[config.mk]
export PLATFORM = sky130hd
export DESIGN_NAME = atm_cell_header_screen_ctrl
export DESIGN_NICKNAME = d
export VERILOG_FILES = /design/src/cell_screen_pkg.sv /design/src/atm_cell_header_screen_ctrl.sv /design/src/header_matcher.sv /design/src/payload_descrambler.sv
export SDC_FILE = /design/constraint.sdc
export NUM_CORES = 1
export LEC_CHECK = 0
export BUFFER_PORTS_ARGS = -buffer_cell sky130_fd_sc_hd__buf_2
export CORE_AREA = 2 2 172 174
export CTS_CLUSTER_DIAMETER = 100
export CTS_CLUSTER_SIZE = 10
export DETAILED_ROUTE_END_ITERATION = 10
export DIE_AREA = 0 0 174 176
export PLACE_DENSITY = 0.65
export SETUP_SLACK_MARGIN = 0.02
export SYNTH_ARGS = -nofsm -noshare
export SYNTH_HDL_FRONTEND = slang
export SYNTH_HIERARCHICAL = 1
export SYNTH_SLANG_ARGS = --single-unit
[constraint.sdc]
create_clock -name CLK_I -period 9.6 [get_ports CLK_I]
set_input_delay 1.44 -clock CLK_I [delete_from_list [all_inputs] [get_ports CLK_I]]
set_output_delay 1.44 -clock CLK_I [all_outputs]
set_load 0.02 [all_outputs]
[src/cell_screen_pkg.sv]
// Constants, types and the register map shared by the cell screening block
package cell_screen_pkg;

	// ----------------------------------------------------------------
	// Register offsets
	// ----------------------------------------------------------------
	localparam logic [7:0] OFF_CELL_VALIDATION = 8'h08;
	localparam logic [7:0] OFF_TX_IDLE_OCTET2  = 8'h21;
	localparam logic [7:0] OFF_TX_IDLE_OCTET3  = 8'h22;
	localparam logic [7:0] OFF_TX_IDLE_OCTET4  = 8'h23;
	localparam logic [7:0] OFF_RX_MATCH_OCTET1 = 8'h24;
	localparam logic [7:0] OFF_RX_MATCH_OCTET2 = 8'h25;

	// ----------------------------------------------------------------
	// Reset values
	// ----------------------------------------------------------------
	localparam logic [7:0] RST_CELL_VALIDATION = 8'h70;
	localparam logic [7:0] RST_TX_IDLE_OCTET2  = 8'h00;
	localparam logic [7:0] RST_TX_IDLE_OCTET3  = 8'h00;
	localparam logic [7:0] RST_TX_IDLE_OCTET4  = 8'h01;
	localparam logic [7:0] RST_RX_MATCH        = 8'h00;

	// ----------------------------------------------------------------
	// Cell validation control bit positions
	// ----------------------------------------------------------------
	localparam int BIT_HEADER_REJECT   = 7;
	localparam int BIT_IDLE_DELETE     = 6;
	localparam int BIT_DESCRAMBLER_EN  = 5;
	localparam int BIT_COSET_EN        = 4;
	localparam int BIT_CORRECTION_EN   = 3;
	localparam int BIT_CHECK_DISABLE   = 2;
	localparam int BIT_RECEIVER_DIS    = 1;
	localparam int BIT_DELIN_BYPASS    = 0;

	// ----------------------------------------------------------------
	// Cell geometry and header check constants
	// ----------------------------------------------------------------
	localparam logic [5:0] CELL_OCTETS   = 6'h35;
	localparam logic [5:0] HEC_OCTET     = 6'h05;
	localparam int         PIPE_DEPTH    = 5;
	localparam int         SCRAMBLE_LAG  = 43;
	localparam logic [7:0] HEC_COSET     = 8'h55;
	localparam logic [7:0] HEC_POLY      = 8'h07;

	typedef enum logic [1:0]
	{
		HEC_CORRECT = 2'b01,
		HEC_DETECT  = 2'b10
	} hec_state_t;

	typedef struct packed
	{
		logic       soc;
		logic       keep;
		logic [7:0] data;
	} cell_octet_t;

endpackage

[src/atm_cell_header_screen_ctrl.sv]
// Idle header registers and receive cell validation for the cell layer
// Function
// - idle octet 3 is VCI, resets zero
// - idle octet 4 high nibble is VCI low
// - octet 4 payload type, CLP resets one
// - header reject inverts the match acceptance
// - idle delete drops idle-matching cells
// - descrambler x^43+1 on payload when enabled
// - coset applied before HEC compare when enabled
// - correction state machine or detect only
// - check disable ignores HEC result
// - receiver disable acts at cell boundary
// - bypass forwards cells without delineation
// - 32-bit masked match selects forwarded cells
// - match octets 1 and 2 reset zero
// - set mask bit ignores header bit
// - idle header goes into generated idle cells
module atm_cell_header_screen_ctrl (
	input  wire logic        CLK_I,
	input  wire logic        RESET_N_I,
	input  wire logic [7:0]  ADDR_I,
	input  wire logic [7:0]  WR_DATA_I,
	input  wire logic        WR_STROBE_I,
	input  wire logic        RD_STROBE_I,
	output logic [7:0]       RD_DATA_O,
	input  wire logic [7:0]  TX_IDLE_OCTET1_I,
	output logic [31:0]      TX_IDLE_HEADER_O,
	input  wire logic [15:0] RX_MATCH_OCTET34_I,
	input  wire logic [31:0] RX_HEADER_MASK_I,
	input  wire logic [31:0] RX_IDLE_HEADER_VALUE_I,
	input  wire logic [31:0] RX_IDLE_HEADER_MASK_I,
	input  wire logic        CELL_ALIGNED_I,
	input  wire logic [7:0]  RX_DATA_I,
	input  wire logic        RX_VALID_I,
	input  wire logic        RX_SOC_I,
	output logic [7:0]       CELL_DATA_O,
	output logic             CELL_VALID_O,
	output logic             CELL_SOC_O,
	output logic             HEC_DETECT_MODE_O
);

	localparam int DEPTH = cell_screen_pkg::PIPE_DEPTH;

	// ----------------------------------------------------------------
	// Register file
	// ----------------------------------------------------------------
	logic [7:0]  cell_validation_control_r, cell_validation_control_nxt;
	logic [7:0]  idle2_r, idle2_nxt;
	logic [7:0]  idle3_r, idle3_nxt;
	logic [7:0]  idle4_r, idle4_nxt;
	logic [7:0]  match1_r, match1_nxt;
	logic [7:0]  match2_r, match2_nxt;
	logic [7:0]  rd_data_r, rd_data_nxt;
	logic [31:0] idle_hdr_r, idle_hdr_nxt;

	always_comb
	begin
		cell_validation_control_nxt    = cell_validation_control_r;
		idle2_nxt   = idle2_r;
		idle3_nxt   = idle3_r;
		idle4_nxt   = idle4_r;
		match1_nxt  = match1_r;
		match2_nxt  = match2_r;
		rd_data_nxt = rd_data_r;
		if (WR_STROBE_I)
		begin
			unique case (ADDR_I)
				cell_screen_pkg::OFF_CELL_VALIDATION: cell_validation_control_nxt = WR_DATA_I;
				cell_screen_pkg::OFF_TX_IDLE_OCTET2: idle2_nxt = WR_DATA_I;
				cell_screen_pkg::OFF_TX_IDLE_OCTET3: idle3_nxt = WR_DATA_I;
				cell_screen_pkg::OFF_TX_IDLE_OCTET4: idle4_nxt = WR_DATA_I;
				cell_screen_pkg::OFF_RX_MATCH_OCTET1: match1_nxt = WR_DATA_I;
				cell_screen_pkg::OFF_RX_MATCH_OCTET2: match2_nxt = WR_DATA_I;
				default: ;
			endcase
		end
		if (RD_STROBE_I)
		begin
			unique case (ADDR_I)
				cell_screen_pkg::OFF_CELL_VALIDATION: rd_data_nxt = cell_validation_control_r;
				cell_screen_pkg::OFF_TX_IDLE_OCTET2: rd_data_nxt = idle2_r;
				cell_screen_pkg::OFF_TX_IDLE_OCTET3: rd_data_nxt = idle3_r;
				cell_screen_pkg::OFF_TX_IDLE_OCTET4: rd_data_nxt = idle4_r;
				cell_screen_pkg::OFF_RX_MATCH_OCTET1: rd_data_nxt = match1_r;
				cell_screen_pkg::OFF_RX_MATCH_OCTET2: rd_data_nxt = match2_r;
				default: rd_data_nxt = 8'h00;
			endcase
		end
		// Octet 1 comes from its neighbour; the rest is held here
		idle_hdr_nxt = {TX_IDLE_OCTET1_I, idle2_r, idle3_r, idle4_r};
	end

	always_ff @(posedge CLK_I or negedge RESET_N_I)
	begin
		if (!RESET_N_I)
		begin
			cell_validation_control_r     <= cell_screen_pkg::RST_CELL_VALIDATION;
			idle2_r    <= cell_screen_pkg::RST_TX_IDLE_OCTET2;
			idle3_r    <= cell_screen_pkg::RST_TX_IDLE_OCTET3;
			idle4_r    <= cell_screen_pkg::RST_TX_IDLE_OCTET4;
			match1_r   <= cell_screen_pkg::RST_RX_MATCH;
			match2_r   <= cell_screen_pkg::RST_RX_MATCH;
			rd_data_r  <= 8'h00;
			idle_hdr_r <= 32'h00000000;
		end
		else
		begin
			cell_validation_control_r     <= cell_validation_control_nxt;
			idle2_r    <= idle2_nxt;
			idle3_r    <= idle3_nxt;
			idle4_r    <= idle4_nxt;
			match1_r   <= match1_nxt;
			match2_r   <= match2_nxt;
			rd_data_r  <= rd_data_nxt;
			idle_hdr_r <= idle_hdr_nxt;
		end
	end

	assign RD_DATA_O        = rd_data_r;
	assign TX_IDLE_HEADER_O = idle_hdr_r;

	// ----------------------------------------------------------------
	// Header check helpers
	// ----------------------------------------------------------------
	function automatic logic [7:0] crc8(input logic [31:0] d);
		logic [7:0] c;
		logic       fb;
		c = 8'h00;
		for (int i = 31; i >= 0; i--)
		begin
			fb = c[7] ^ d[i];
			c  = {c[6:0], 1'b0} ^ (fb ? cell_screen_pkg::HEC_POLY : 8'h00);
		end
		return c;
	endfunction

	// ----------------------------------------------------------------
	// Receive cell path
	// ----------------------------------------------------------------
	logic [5:0]                  cnt_r, cnt_nxt, idx;
	logic [31:0]                 hdr_r, hdr_nxt, hdr_fixed, fix_vec;
	logic                        gate_r, gate_nxt;
	logic                        keep_r, keep_nxt;
	cell_screen_pkg::hec_state_t hec_r, hec_nxt;
	cell_screen_pkg::cell_octet_t pipe_r [DEPTH];
	cell_screen_pkg::cell_octet_t pipe_nxt [DEPTH];
	logic [7:0]                  out_data_r, out_data_nxt;
	logic                        out_valid_r, out_valid_nxt;
	logic                        out_soc_r, out_soc_nxt;
	logic [31:0]                 full_hdr;
	logic [7:0]                  expect_hec, syndrome, descr_data;
	logic                        hec_ok, cell_keep, fire5, match_hit, idle_hit;
	logic                        single_hec_bit;

	assign idx      = RX_SOC_I ? 6'h01 : cnt_r + 6'h01;
	assign fire5    = RX_VALID_I && (idx == cell_screen_pkg::HEC_OCTET);
	assign full_hdr = hdr_r;
	assign expect_hec = crc8(full_hdr)
		^ (cell_validation_control_r[cell_screen_pkg::BIT_COSET_EN] ? cell_screen_pkg::HEC_COSET : 8'h00);
	assign syndrome = RX_DATA_I ^ expect_hec;
	assign single_hec_bit = (syndrome != 8'h00) && ((syndrome & (syndrome - 8'h01)) == 8'h00);

	// HEC is linear, so a lone header bit error leaves that bit's own CRC
	always_comb
	begin
		fix_vec = 32'h00000000;
		for (int i = 0; i < 32; i++)
		begin
			if (crc8(32'h00000001 << i) == syndrome)
				fix_vec = 32'h00000001 << i;
		end
	end

	header_matcher #(
		.WIDTH(32)
	) u_match (
		.hdr_i   (hdr_fixed),
		.value_i ({match1_r, match2_r, RX_MATCH_OCTET34_I}),
		.mask_i  (RX_HEADER_MASK_I),
		.match_o (match_hit)
	);

	header_matcher #(
		.WIDTH(32)
	) u_idle (
		.hdr_i   (hdr_fixed),
		.value_i (RX_IDLE_HEADER_VALUE_I),
		.mask_i  (RX_IDLE_HEADER_MASK_I),
		.match_o (idle_hit)
	);

	payload_descrambler u_descr (
		.clk_i     (CLK_I),
		.reset_n_i (RESET_N_I),
		.step_i    (RX_VALID_I && idx > cell_screen_pkg::HEC_OCTET
			&& idx <= cell_screen_pkg::CELL_OCTETS),
		.data_i    (RX_DATA_I),
		.data_o    (descr_data)
	);

	always_comb
	begin
		hdr_fixed = full_hdr;
		hec_ok    = 1'b1;
		hec_nxt   = hec_r;
		if (!cell_validation_control_r[cell_screen_pkg::BIT_CHECK_DISABLE] && fire5)
		begin
			if (syndrome == 8'h00)
				hec_nxt = cell_screen_pkg::HEC_CORRECT;
			else
			begin
				hec_nxt = cell_screen_pkg::HEC_DETECT;
				hec_ok  = 1'b0;
				// One error is repaired only in the correcting state
				if (cell_validation_control_r[cell_screen_pkg::BIT_CORRECTION_EN]
					&& hec_r == cell_screen_pkg::HEC_CORRECT
					&& (single_hec_bit || fix_vec != 32'h00000000))
				begin
					hec_ok    = 1'b1;
					hdr_fixed = full_hdr ^ fix_vec;
				end
			end
		end
		cell_keep = gate_r && hec_ok
			&& (match_hit ^ cell_validation_control_r[cell_screen_pkg::BIT_HEADER_REJECT])
			&& !(idle_hit && cell_validation_control_r[cell_screen_pkg::BIT_IDLE_DELETE]);
	end

	always_comb
	begin
		cnt_nxt       = cnt_r;
		hdr_nxt       = hdr_r;
		gate_nxt      = gate_r;
		keep_nxt      = keep_r;
		pipe_nxt      = pipe_r;
		out_data_nxt  = out_data_r;
		out_soc_nxt   = out_soc_r;
		out_valid_nxt = 1'b0;
		if (RX_VALID_I)
		begin
			cnt_nxt = (idx > cell_screen_pkg::CELL_OCTETS) ? cnt_r : idx;
			if (idx == 6'h01)
			begin
				// Disable and delineation are sampled only at a cell start
				gate_nxt = !cell_validation_control_r[cell_screen_pkg::BIT_RECEIVER_DIS]
					&& (CELL_ALIGNED_I || cell_validation_control_r[cell_screen_pkg::BIT_DELIN_BYPASS]);
				keep_nxt = 1'b0;
			end
			if (idx < cell_screen_pkg::HEC_OCTET)
				hdr_nxt = {hdr_r[23:0], RX_DATA_I};
			// Oldest octet leaves as the new one enters
			out_valid_nxt = pipe_r[DEPTH-1].keep;
			out_data_nxt  = pipe_r[DEPTH-1].data;
			out_soc_nxt   = pipe_r[DEPTH-1].soc;
			for (int i = DEPTH-1; i > 0; i--)
				pipe_nxt[i] = pipe_r[i-1];
			pipe_nxt[0].soc  = (idx == 6'h01);
			pipe_nxt[0].keep = keep_r && idx > cell_screen_pkg::HEC_OCTET
				&& idx <= cell_screen_pkg::CELL_OCTETS;
			pipe_nxt[0].data = (cell_validation_control_r[cell_screen_pkg::BIT_DESCRAMBLER_EN]
				&& idx > cell_screen_pkg::HEC_OCTET) ? descr_data : RX_DATA_I;
			if (fire5)
			begin
				keep_nxt = cell_keep;
				for (int i = 0; i < DEPTH; i++)
					pipe_nxt[i].keep = cell_keep;
				for (int i = 1; i < DEPTH; i++)
					pipe_nxt[i].data = hdr_fixed[8*(i-1) +: 8];
			end
		end
	end

	always_ff @(posedge CLK_I or negedge RESET_N_I)
	begin
		if (!RESET_N_I)
		begin
			cnt_r       <= cell_screen_pkg::CELL_OCTETS;
			hdr_r       <= 32'h00000000;
			gate_r      <= 1'b0;
			keep_r      <= 1'b0;
			hec_r       <= cell_screen_pkg::HEC_CORRECT;
			out_data_r  <= 8'h00;
			out_valid_r <= 1'b0;
			out_soc_r   <= 1'b0;
			for (int i = 0; i < DEPTH; i++)
				pipe_r[i] <= '0;
		end
		else
		begin
			cnt_r       <= cnt_nxt;
			hdr_r       <= hdr_nxt;
			gate_r      <= gate_nxt;
			keep_r      <= keep_nxt;
			hec_r       <= hec_nxt;
			out_data_r  <= out_data_nxt;
			out_valid_r <= out_valid_nxt;
			out_soc_r   <= out_soc_nxt;
			pipe_r      <= pipe_nxt;
		end
	end

	assign CELL_DATA_O       = out_data_r;
	assign CELL_VALID_O      = out_valid_r;
	assign CELL_SOC_O        = out_soc_r;
	assign HEC_DETECT_MODE_O = hec_r[1];

	// ----------------------------------------------------------------
	// Assertions
	// ----------------------------------------------------------------
	property p_idle_octet2;
		@(posedge CLK_I) disable iff (!RESET_N_I)
		(WR_STROBE_I && ADDR_I == cell_screen_pkg::OFF_TX_IDLE_OCTET2)
			|-> ##2 TX_IDLE_HEADER_O[23:16] == $past(WR_DATA_I, 2);
	endproperty
	a_idle_octet2: assert property (p_idle_octet2) else $error("idle octet 2 not applied");

	property p_idle_octet3;
		@(posedge CLK_I) disable iff (!RESET_N_I)
		(WR_STROBE_I && ADDR_I == cell_screen_pkg::OFF_TX_IDLE_OCTET3)
			|-> ##2 TX_IDLE_HEADER_O[15:8] == $past(WR_DATA_I, 2);
	endproperty
	a_idle_octet3: assert property (p_idle_octet3) else $error("idle octet 3 not applied");

	property p_idle_octet4;
		@(posedge CLK_I) disable iff (!RESET_N_I)
		(WR_STROBE_I && ADDR_I == cell_screen_pkg::OFF_TX_IDLE_OCTET4)
			|-> ##2 TX_IDLE_HEADER_O[7:0] == $past(WR_DATA_I, 2);
	endproperty
	a_idle_octet4: assert property (p_idle_octet4) else $error("idle octet 4 not applied");

	property p_reject;
		@(posedge CLK_I) disable iff (!RESET_N_I)
		(fire5 && gate_r && hec_ok && !idle_hit)
			|-> cell_keep == (match_hit ^ cell_validation_control_r[cell_screen_pkg::BIT_HEADER_REJECT]);
	endproperty
	a_reject: assert property (p_reject) else $error("header screen decision wrong");

	property p_idle_drop;
		@(posedge CLK_I) disable iff (!RESET_N_I)
		(fire5 && idle_hit && cell_validation_control_r[cell_screen_pkg::BIT_IDLE_DELETE])
			|=> !keep_r ##1 !CELL_VALID_O;
	endproperty
	a_idle_drop: assert property (p_idle_drop) else $error("idle cell not deleted");

	property p_coset;
		@(posedge CLK_I) disable iff (!RESET_N_I)
		(fire5 && cell_validation_control_r[cell_screen_pkg::BIT_COSET_EN]
			&& RX_DATA_I == (crc8(hdr_r) ^ cell_screen_pkg::HEC_COSET)) |-> hec_ok;
	endproperty
	a_coset: assert property (p_coset) else $error("good cosetted header rejected");

	property p_detect_only;
		@(posedge CLK_I) disable iff (!RESET_N_I)
		(fire5 && syndrome != 8'h00 && !cell_validation_control_r[cell_screen_pkg::BIT_CORRECTION_EN]
			&& !cell_validation_control_r[cell_screen_pkg::BIT_CHECK_DISABLE]) |-> !hec_ok ##1 HEC_DETECT_MODE_O;
	endproperty
	a_detect_only: assert property (p_detect_only) else $error("errored header passed");

	property p_check_off;
		@(posedge CLK_I) disable iff (!RESET_N_I)
		(fire5 && cell_validation_control_r[cell_screen_pkg::BIT_CHECK_DISABLE]) |-> hec_ok;
	endproperty
	a_check_off: assert property (p_check_off) else $error("HEC used while disabled");

	property p_rx_disable;
		@(posedge CLK_I) disable iff (!RESET_N_I)
		(RX_VALID_I && idx == 6'h01 && cell_validation_control_r[cell_screen_pkg::BIT_RECEIVER_DIS])
			|=> !gate_r;
	endproperty
	a_rx_disable: assert property (p_rx_disable) else $error("disabled receiver took cell");

	property p_delin;
		@(posedge CLK_I) disable iff (!RESET_N_I)
		(RX_VALID_I && idx == 6'h01 && !cell_validation_control_r[cell_screen_pkg::BIT_RECEIVER_DIS]
			&& (CELL_ALIGNED_I || cell_validation_control_r[cell_screen_pkg::BIT_DELIN_BYPASS])) |=> gate_r;
	endproperty
	a_delin: assert property (p_delin) else $error("aligned or bypassed cell gated");

	c_kept: cover property (@(posedge CLK_I) disable iff (!RESET_N_I) fire5 && cell_keep);
	c_fixed: cover property (@(posedge CLK_I) disable iff (!RESET_N_I)
		fire5 && syndrome != 8'h00 && hec_ok);
	c_out_soc: cover property (@(posedge CLK_I) disable iff (!RESET_N_I)
		CELL_VALID_O && CELL_SOC_O);

endmodule

[src/header_matcher.sv]
// Masked compare of a received header against a programmed value
module header_matcher #(
	parameter int WIDTH = 32
) (
	input  wire logic [WIDTH-1:0] hdr_i,
	input  wire logic [WIDTH-1:0] value_i,
	input  wire logic [WIDTH-1:0] mask_i,
	output logic                  match_o
);

	logic [WIDTH-1:0] bit_ok;

	genvar g;
	generate
		for (g = 0; g < WIDTH; g++)
		begin : g_bit
			// A set mask bit takes that header bit out of the compare
			assign bit_ok[g] = mask_i[g] | (hdr_i[g] == value_i[g]);
		end
	endgenerate

	assign match_o = &bit_ok;

endmodule

[src/payload_descrambler.sv]
// Self-synchronising x^43+1 descrambler, one octet per step, first bit in msb
module payload_descrambler (
	input  wire logic       clk_i,
	input  wire logic       reset_n_i,
	input  wire logic       step_i,
	input  wire logic [7:0] data_i,
	output logic [7:0]      data_o
);

	localparam int LAG = cell_screen_pkg::SCRAMBLE_LAG;

	logic [LAG-1:0]   hist_r;
	logic [LAG-1:0]   hist_nxt;
	logic [LAG+7:0]   seq;

	// Newest line bit sits at index 0
	assign seq = {hist_r, data_i};

	genvar g;
	generate
		for (g = 0; g < 8; g++)
		begin : g_bit
			assign data_o[g] = seq[g] ^ seq[g+LAG];
		end
	endgenerate

	always_comb
	begin
		hist_nxt = hist_r;
		if (step_i)
			hist_nxt = seq[LAG-1:0];
	end

	always_ff @(posedge clk_i or negedge reset_n_i)
	begin
		if (!reset_n_i)
			hist_r <= '0;
		else
			hist_r <= hist_nxt;
	end

endmodule

==> results.env <==
OUTCOME='complete, no violations'
FINAL.SETUP.TNS_NS=0
FLOORPLAN.INITIALDENSITY=0.449
DRIVE_ABOVE_1_SHARE=0.328
DRV_CAP=0
FP-ROW-COUNT=62
WORSTREG2REGEND='pipe_r[48]'
COUNT_OF_WARNINGS_EMITTED_BY_YOSYS=6
POST-PLACE-WS_NS=2.23
SYNTH_TOP_CELLS_BY_AREA='sky130_fd_sc_hd__dfrtp_1 (44%), sky130_fd_sc_hd__mux2_2 (9.1%), sky130_fd_sc_hd__xnor2_1 (7.7%)'
CLOCK.FMAX_GHz=0.131
FINALCLOCKSKEW_NS=0.0161
DESIGN_AREA_UM2=14900
ROUTED-WL-MET2_MM=17.1
SYNTH_CELL_TYPE_COUNT=70
CTS_TREE='done'
NUM-FILL-CELLS=2593
NETLIST_INSTANCES=1062
FIN_CRIT_NS=7.66
CTS-ROOT-TO-SINK-BUFFERS=3
CTS_SINKS=233
CLK_PIN_SLEW_WORST_PATHS_NS=0.06
POST-ROUTE-PERIOD-UTIL=0.798
DRT_ITER0_MARKERS=662
VIA_COUNT=9338
TIMING.CRITICAL_PATH.SLOWEST_CELL_DELAY_NS=0.74
FLOORPLAN.CORE_AREA_UM2=28500
SETUP_VIOLATIONS=0
DIE_WIDTH_UM=174
REPORT.FINAL.SLEW_VIOL_COUNT=0
CRITPATHLAUNCHTYPE='flop'
R2R_SLACK_NS=1.94
HOLDCRITPATHCLASS='reg -> reg'
PIN_COUNT_OF_THE_BIGGEST_NET_ENTERING_GLOBAL_ROUTING=100
CTS.HTREE.LEVELS=1
TIGHTESTPINTRANSITION_NS=1.17
NETLIST.AREA_LEADER.SHARE=0.437
WORSTREG2REGSTART='full_hdr[31]'
CRIT_PATH_TOP_DELAY_CELL='sky130_fd_sc_hd__o311a_1'
HIGHEST_LAYER='met4'
PLACEDINSTANCEAREA_UM2=14200
POST_CTS_HOLD_BUFFER_COUNT=0
DIE_Y_UM=176
WORSTPATHARRIVAL_NS=8.13
POST_SYNTH_MOST_FREQUENT_CELLS='sky130_fd_sc_hd__dfrtp_1 (224), sky130_fd_sc_hd__xnor2_1 (113), sky130_fd_sc_hd__mux2_2 (104), sky130_fd_sc_hd__nor2_1 (71), sky130_fd_sc_hd__o22ai_1 (52)'
WORST_SETUP_PATH_END_KIND='flop'
WORSTPATHBUFFERINVERTERCOUNT=0
HOLD_VIOL_FINAL=0
SYN_AREA_CELL_UM2=12.1
RELATIVE_SLEW_SLACK=0.211
R2R.WORST_PATH.CELLS=20
SYNTHDOMINANTAREACELLTYPE='sky130_fd_sc_hd__dfrtp_1'
SYNTHMOSTINSTANTIATEDCELL='sky130_fd_sc_hd__dfrtp_1'
AREA_DELTA_SYNTH_FINAL_PCT=16.5
ANTENNA_CELLS_INSERTED=0
GP_CONGESTION=0.963
CP.REQUIRED_NS=10.07
FLIP_FLOP_CELL_WITH_THE_HIGHEST_COUNT_AFTER_SYNTHESIS='sky130_fd_sc_hd__dfrtp_1'
CLOCK_LATENCY_NS=0.55
POST_DRT_VIA_CELL_RATIO=5.62
GRT_PASS1_VIAS=9045
SHARE_OF_FLIP_FLOPS_WITH_AN_ASYNCHRONOUS_SET_OR_RESET=1.00
GRT_USE_TOTAL=0.241
CTS-RESIZED-GATES=0
NUMBER_OF_FLIP_FLOPS_AND_LATCHES_IN_THE_SYNTHESIZED_NETLIST=233
CRIT_FAMILY='XOR/XNOR gates'
DIE_AREA_UM2=30600
NUMBER_OF_NETS_IN_THE_FINISHED_DESIGN=1411
CRITICAL_PATH.ENDPOINT='pipe_r[48]'
PORTBUFFERS=201
TIMING.CRITICAL_PATH.FROM='full_hdr[31]'
GRT_OVERFLOW_TOTAL=0
PLACED_CELLS_INCL_TAPS=1614
YOSYSSEQAREASHARE=0.456
LAYOUT.CELLS.NON_FILLER=1663
DRT_DRC_VIOLATIONS_LEFT=0
SYN-CELL-AREA_UM2=12800
WIRE_LENGTH_OF_THE_FIRST_GLOBAL_ROUTING_PASS_MM=55.9
TIMING.CRITICAL_PATH.CELLS='xnor2_1, xnor3_2, xnor3_1, xnor2_2, xnor3_2, mux2i_4, o311a_1, o21ai_2, or4_4, xnor2_2, xnor2_1, o22ai_1, nor4_1, and4_1, nor2_1, a21oi_1, nand3_1, a2111oi_2, o41ai_4, nand2_1'
FINAL.SETUP.WORST_SLACK_NS=1.94
DETAIL_ROUTE.WL_PER_CELL_UM=22.4
IO_PINS=202
CRITICAL_PATH_CELL_COUNT=20
GRT_ANTENNA_BEFORE_REPAIR=0
RSZ0062_AT_GRT='false'
ROUTE.FINAL.WIRE_LENGTH_MM=37.2
MET1_LENGTH_MM=16.4
ROUTED-WL-MET3_MM=2.73
DETAIL_ROUTE.FIRST_PASS.ITERATIONS=6
SYNTHESIZED_NETS=1214
SYNTH_EDF_COUNT=0
CRITICALPATHCATEGORY='reg -> reg'
DETAILEDPLACEMENTHPWL_MM=28.2
CTS-BUFFERS-INSERTED=27
CLOCK-ROOT-BUFFER='sky130_fd_sc_hd__clkbuf_16'
TIMING.CRITICAL_PATH.FANOUT_MAX=18
ROUTE.ANTENNA.REMAINING_NETS=0
CTS_SETUP_BUFFERS=0
## worst min-delay path by stage
| stage | from | endpoint | slack, ns | depth (start not counted) |
|---|---|---|---|---|
| finish | idle4_r[7] | TX_IDLE_HEADER_O[7] | 0.39 | 0 |
| global route | idle4_r[7] | TX_IDLE_HEADER_O[7] | 0.41 | 0 |
| CTS | idle4_r[7] | TX_IDLE_HEADER_O[7] | 0.39 | 0 |
| detailed placement | idle4_r[7] | TX_IDLE_HEADER_O[7] | 0.38 | 0 |
| global placement | idle3_r[4] | TX_IDLE_HEADER_O[12] | 0.37 | 0 |
| floorplan | idle4_r[1] | TX_IDLE_HEADER_O[1] | 0.36 | 0 |
## cell usage in the layout, fill, tap and decap left out, drive strengths merged, types with 3 or more instances in the layout
| master | count |
|---|---|
| or2 | 4 |
| xnor3 | 24 |
| mux2i | 25 |
| a221o | 33 |
| a22oi | 10 |
| a21oi | 38 |
| dfrtp | 224 |
| o31ai | 3 |
| nand2 | 29 |
| o21ai | 18 |
| nor4 | 12 |
| nand3 | 18 |
| inv | 9 |
| buf | 214 |
| mux2 | 144 |
| nor2 | 71 |
| o22ai | 52 |
| xor3 | 8 |
| dfstp | 9 |
| a211oi | 3 |
| nand4 | 3 |
| clkbuf | 47 |
| xor2 | 40 |
| xnor2 | 118 |
| nand4b | 3 |
| or3 | 5 |
| and3 | 7 |
| and2 | 31 |
| nor3 | 33 |
| nand2b | 3 |
| nor2b | 8 |
## through the flow
step | hold WS, ns | util
2_1_floorplan | 0.364 | -
4_1_cts | 0.390 | 0.523
3_3_place_gp | 0.375 | 0.496
5_1_grt | 0.408 | 0.523
3_5_place_dp | 0.380 | 0.496
6_report | 0.391 | 0.523
## logic make-up (layout without fill, tap and decap cells)
kind of cell	after synthesis	count (layout)	share of synthesized area
adder cells (fa/ha/maj)	1	1	0.000976
multiplexers	169	169	0.159
AND/OR/NAND/NOR	237	237	0.0946
buffers and inverters	54	271	0.0229
flip-flops	233	233	0.456
XOR/XNOR	190	190	0.168
AO/OA/AOI/OAI	178	178	0.0986
## state kept, by name (all words and copies together) (netlist names), 32 cells and up
name / count
pipe_r: 50
TX_IDLE_HEADER_O: 32
u_descr/hist_r: 43
full_hdr: 32
## layer usage
layer | vias to the layer above | GRT usage
met3 | 55 | 0.0461
met2 | 380 | 0.385
met5 | - | 0
met4 | 0 | 0.0683
met1 | 4626 | 0.336
li1 | 4277 | -
## layout make-up
class	count	area (um^2)	share of cell area
Multi-Input combinational cell	775	6700	0.448
Clock inverter	2	28.8	0.00193
Sequential cell	233	5840	0.391
Tap cell	384	480	0.0322
Clock buffer	47	751	0.0502
Timing Repair Buffer	214	1110	0.0745
Inverter	8	30.0	0.00201
Power is left out: the tool's default activity adds up to more than one toggle a clock period on the data nets, which glitch-free logic cannot reach.
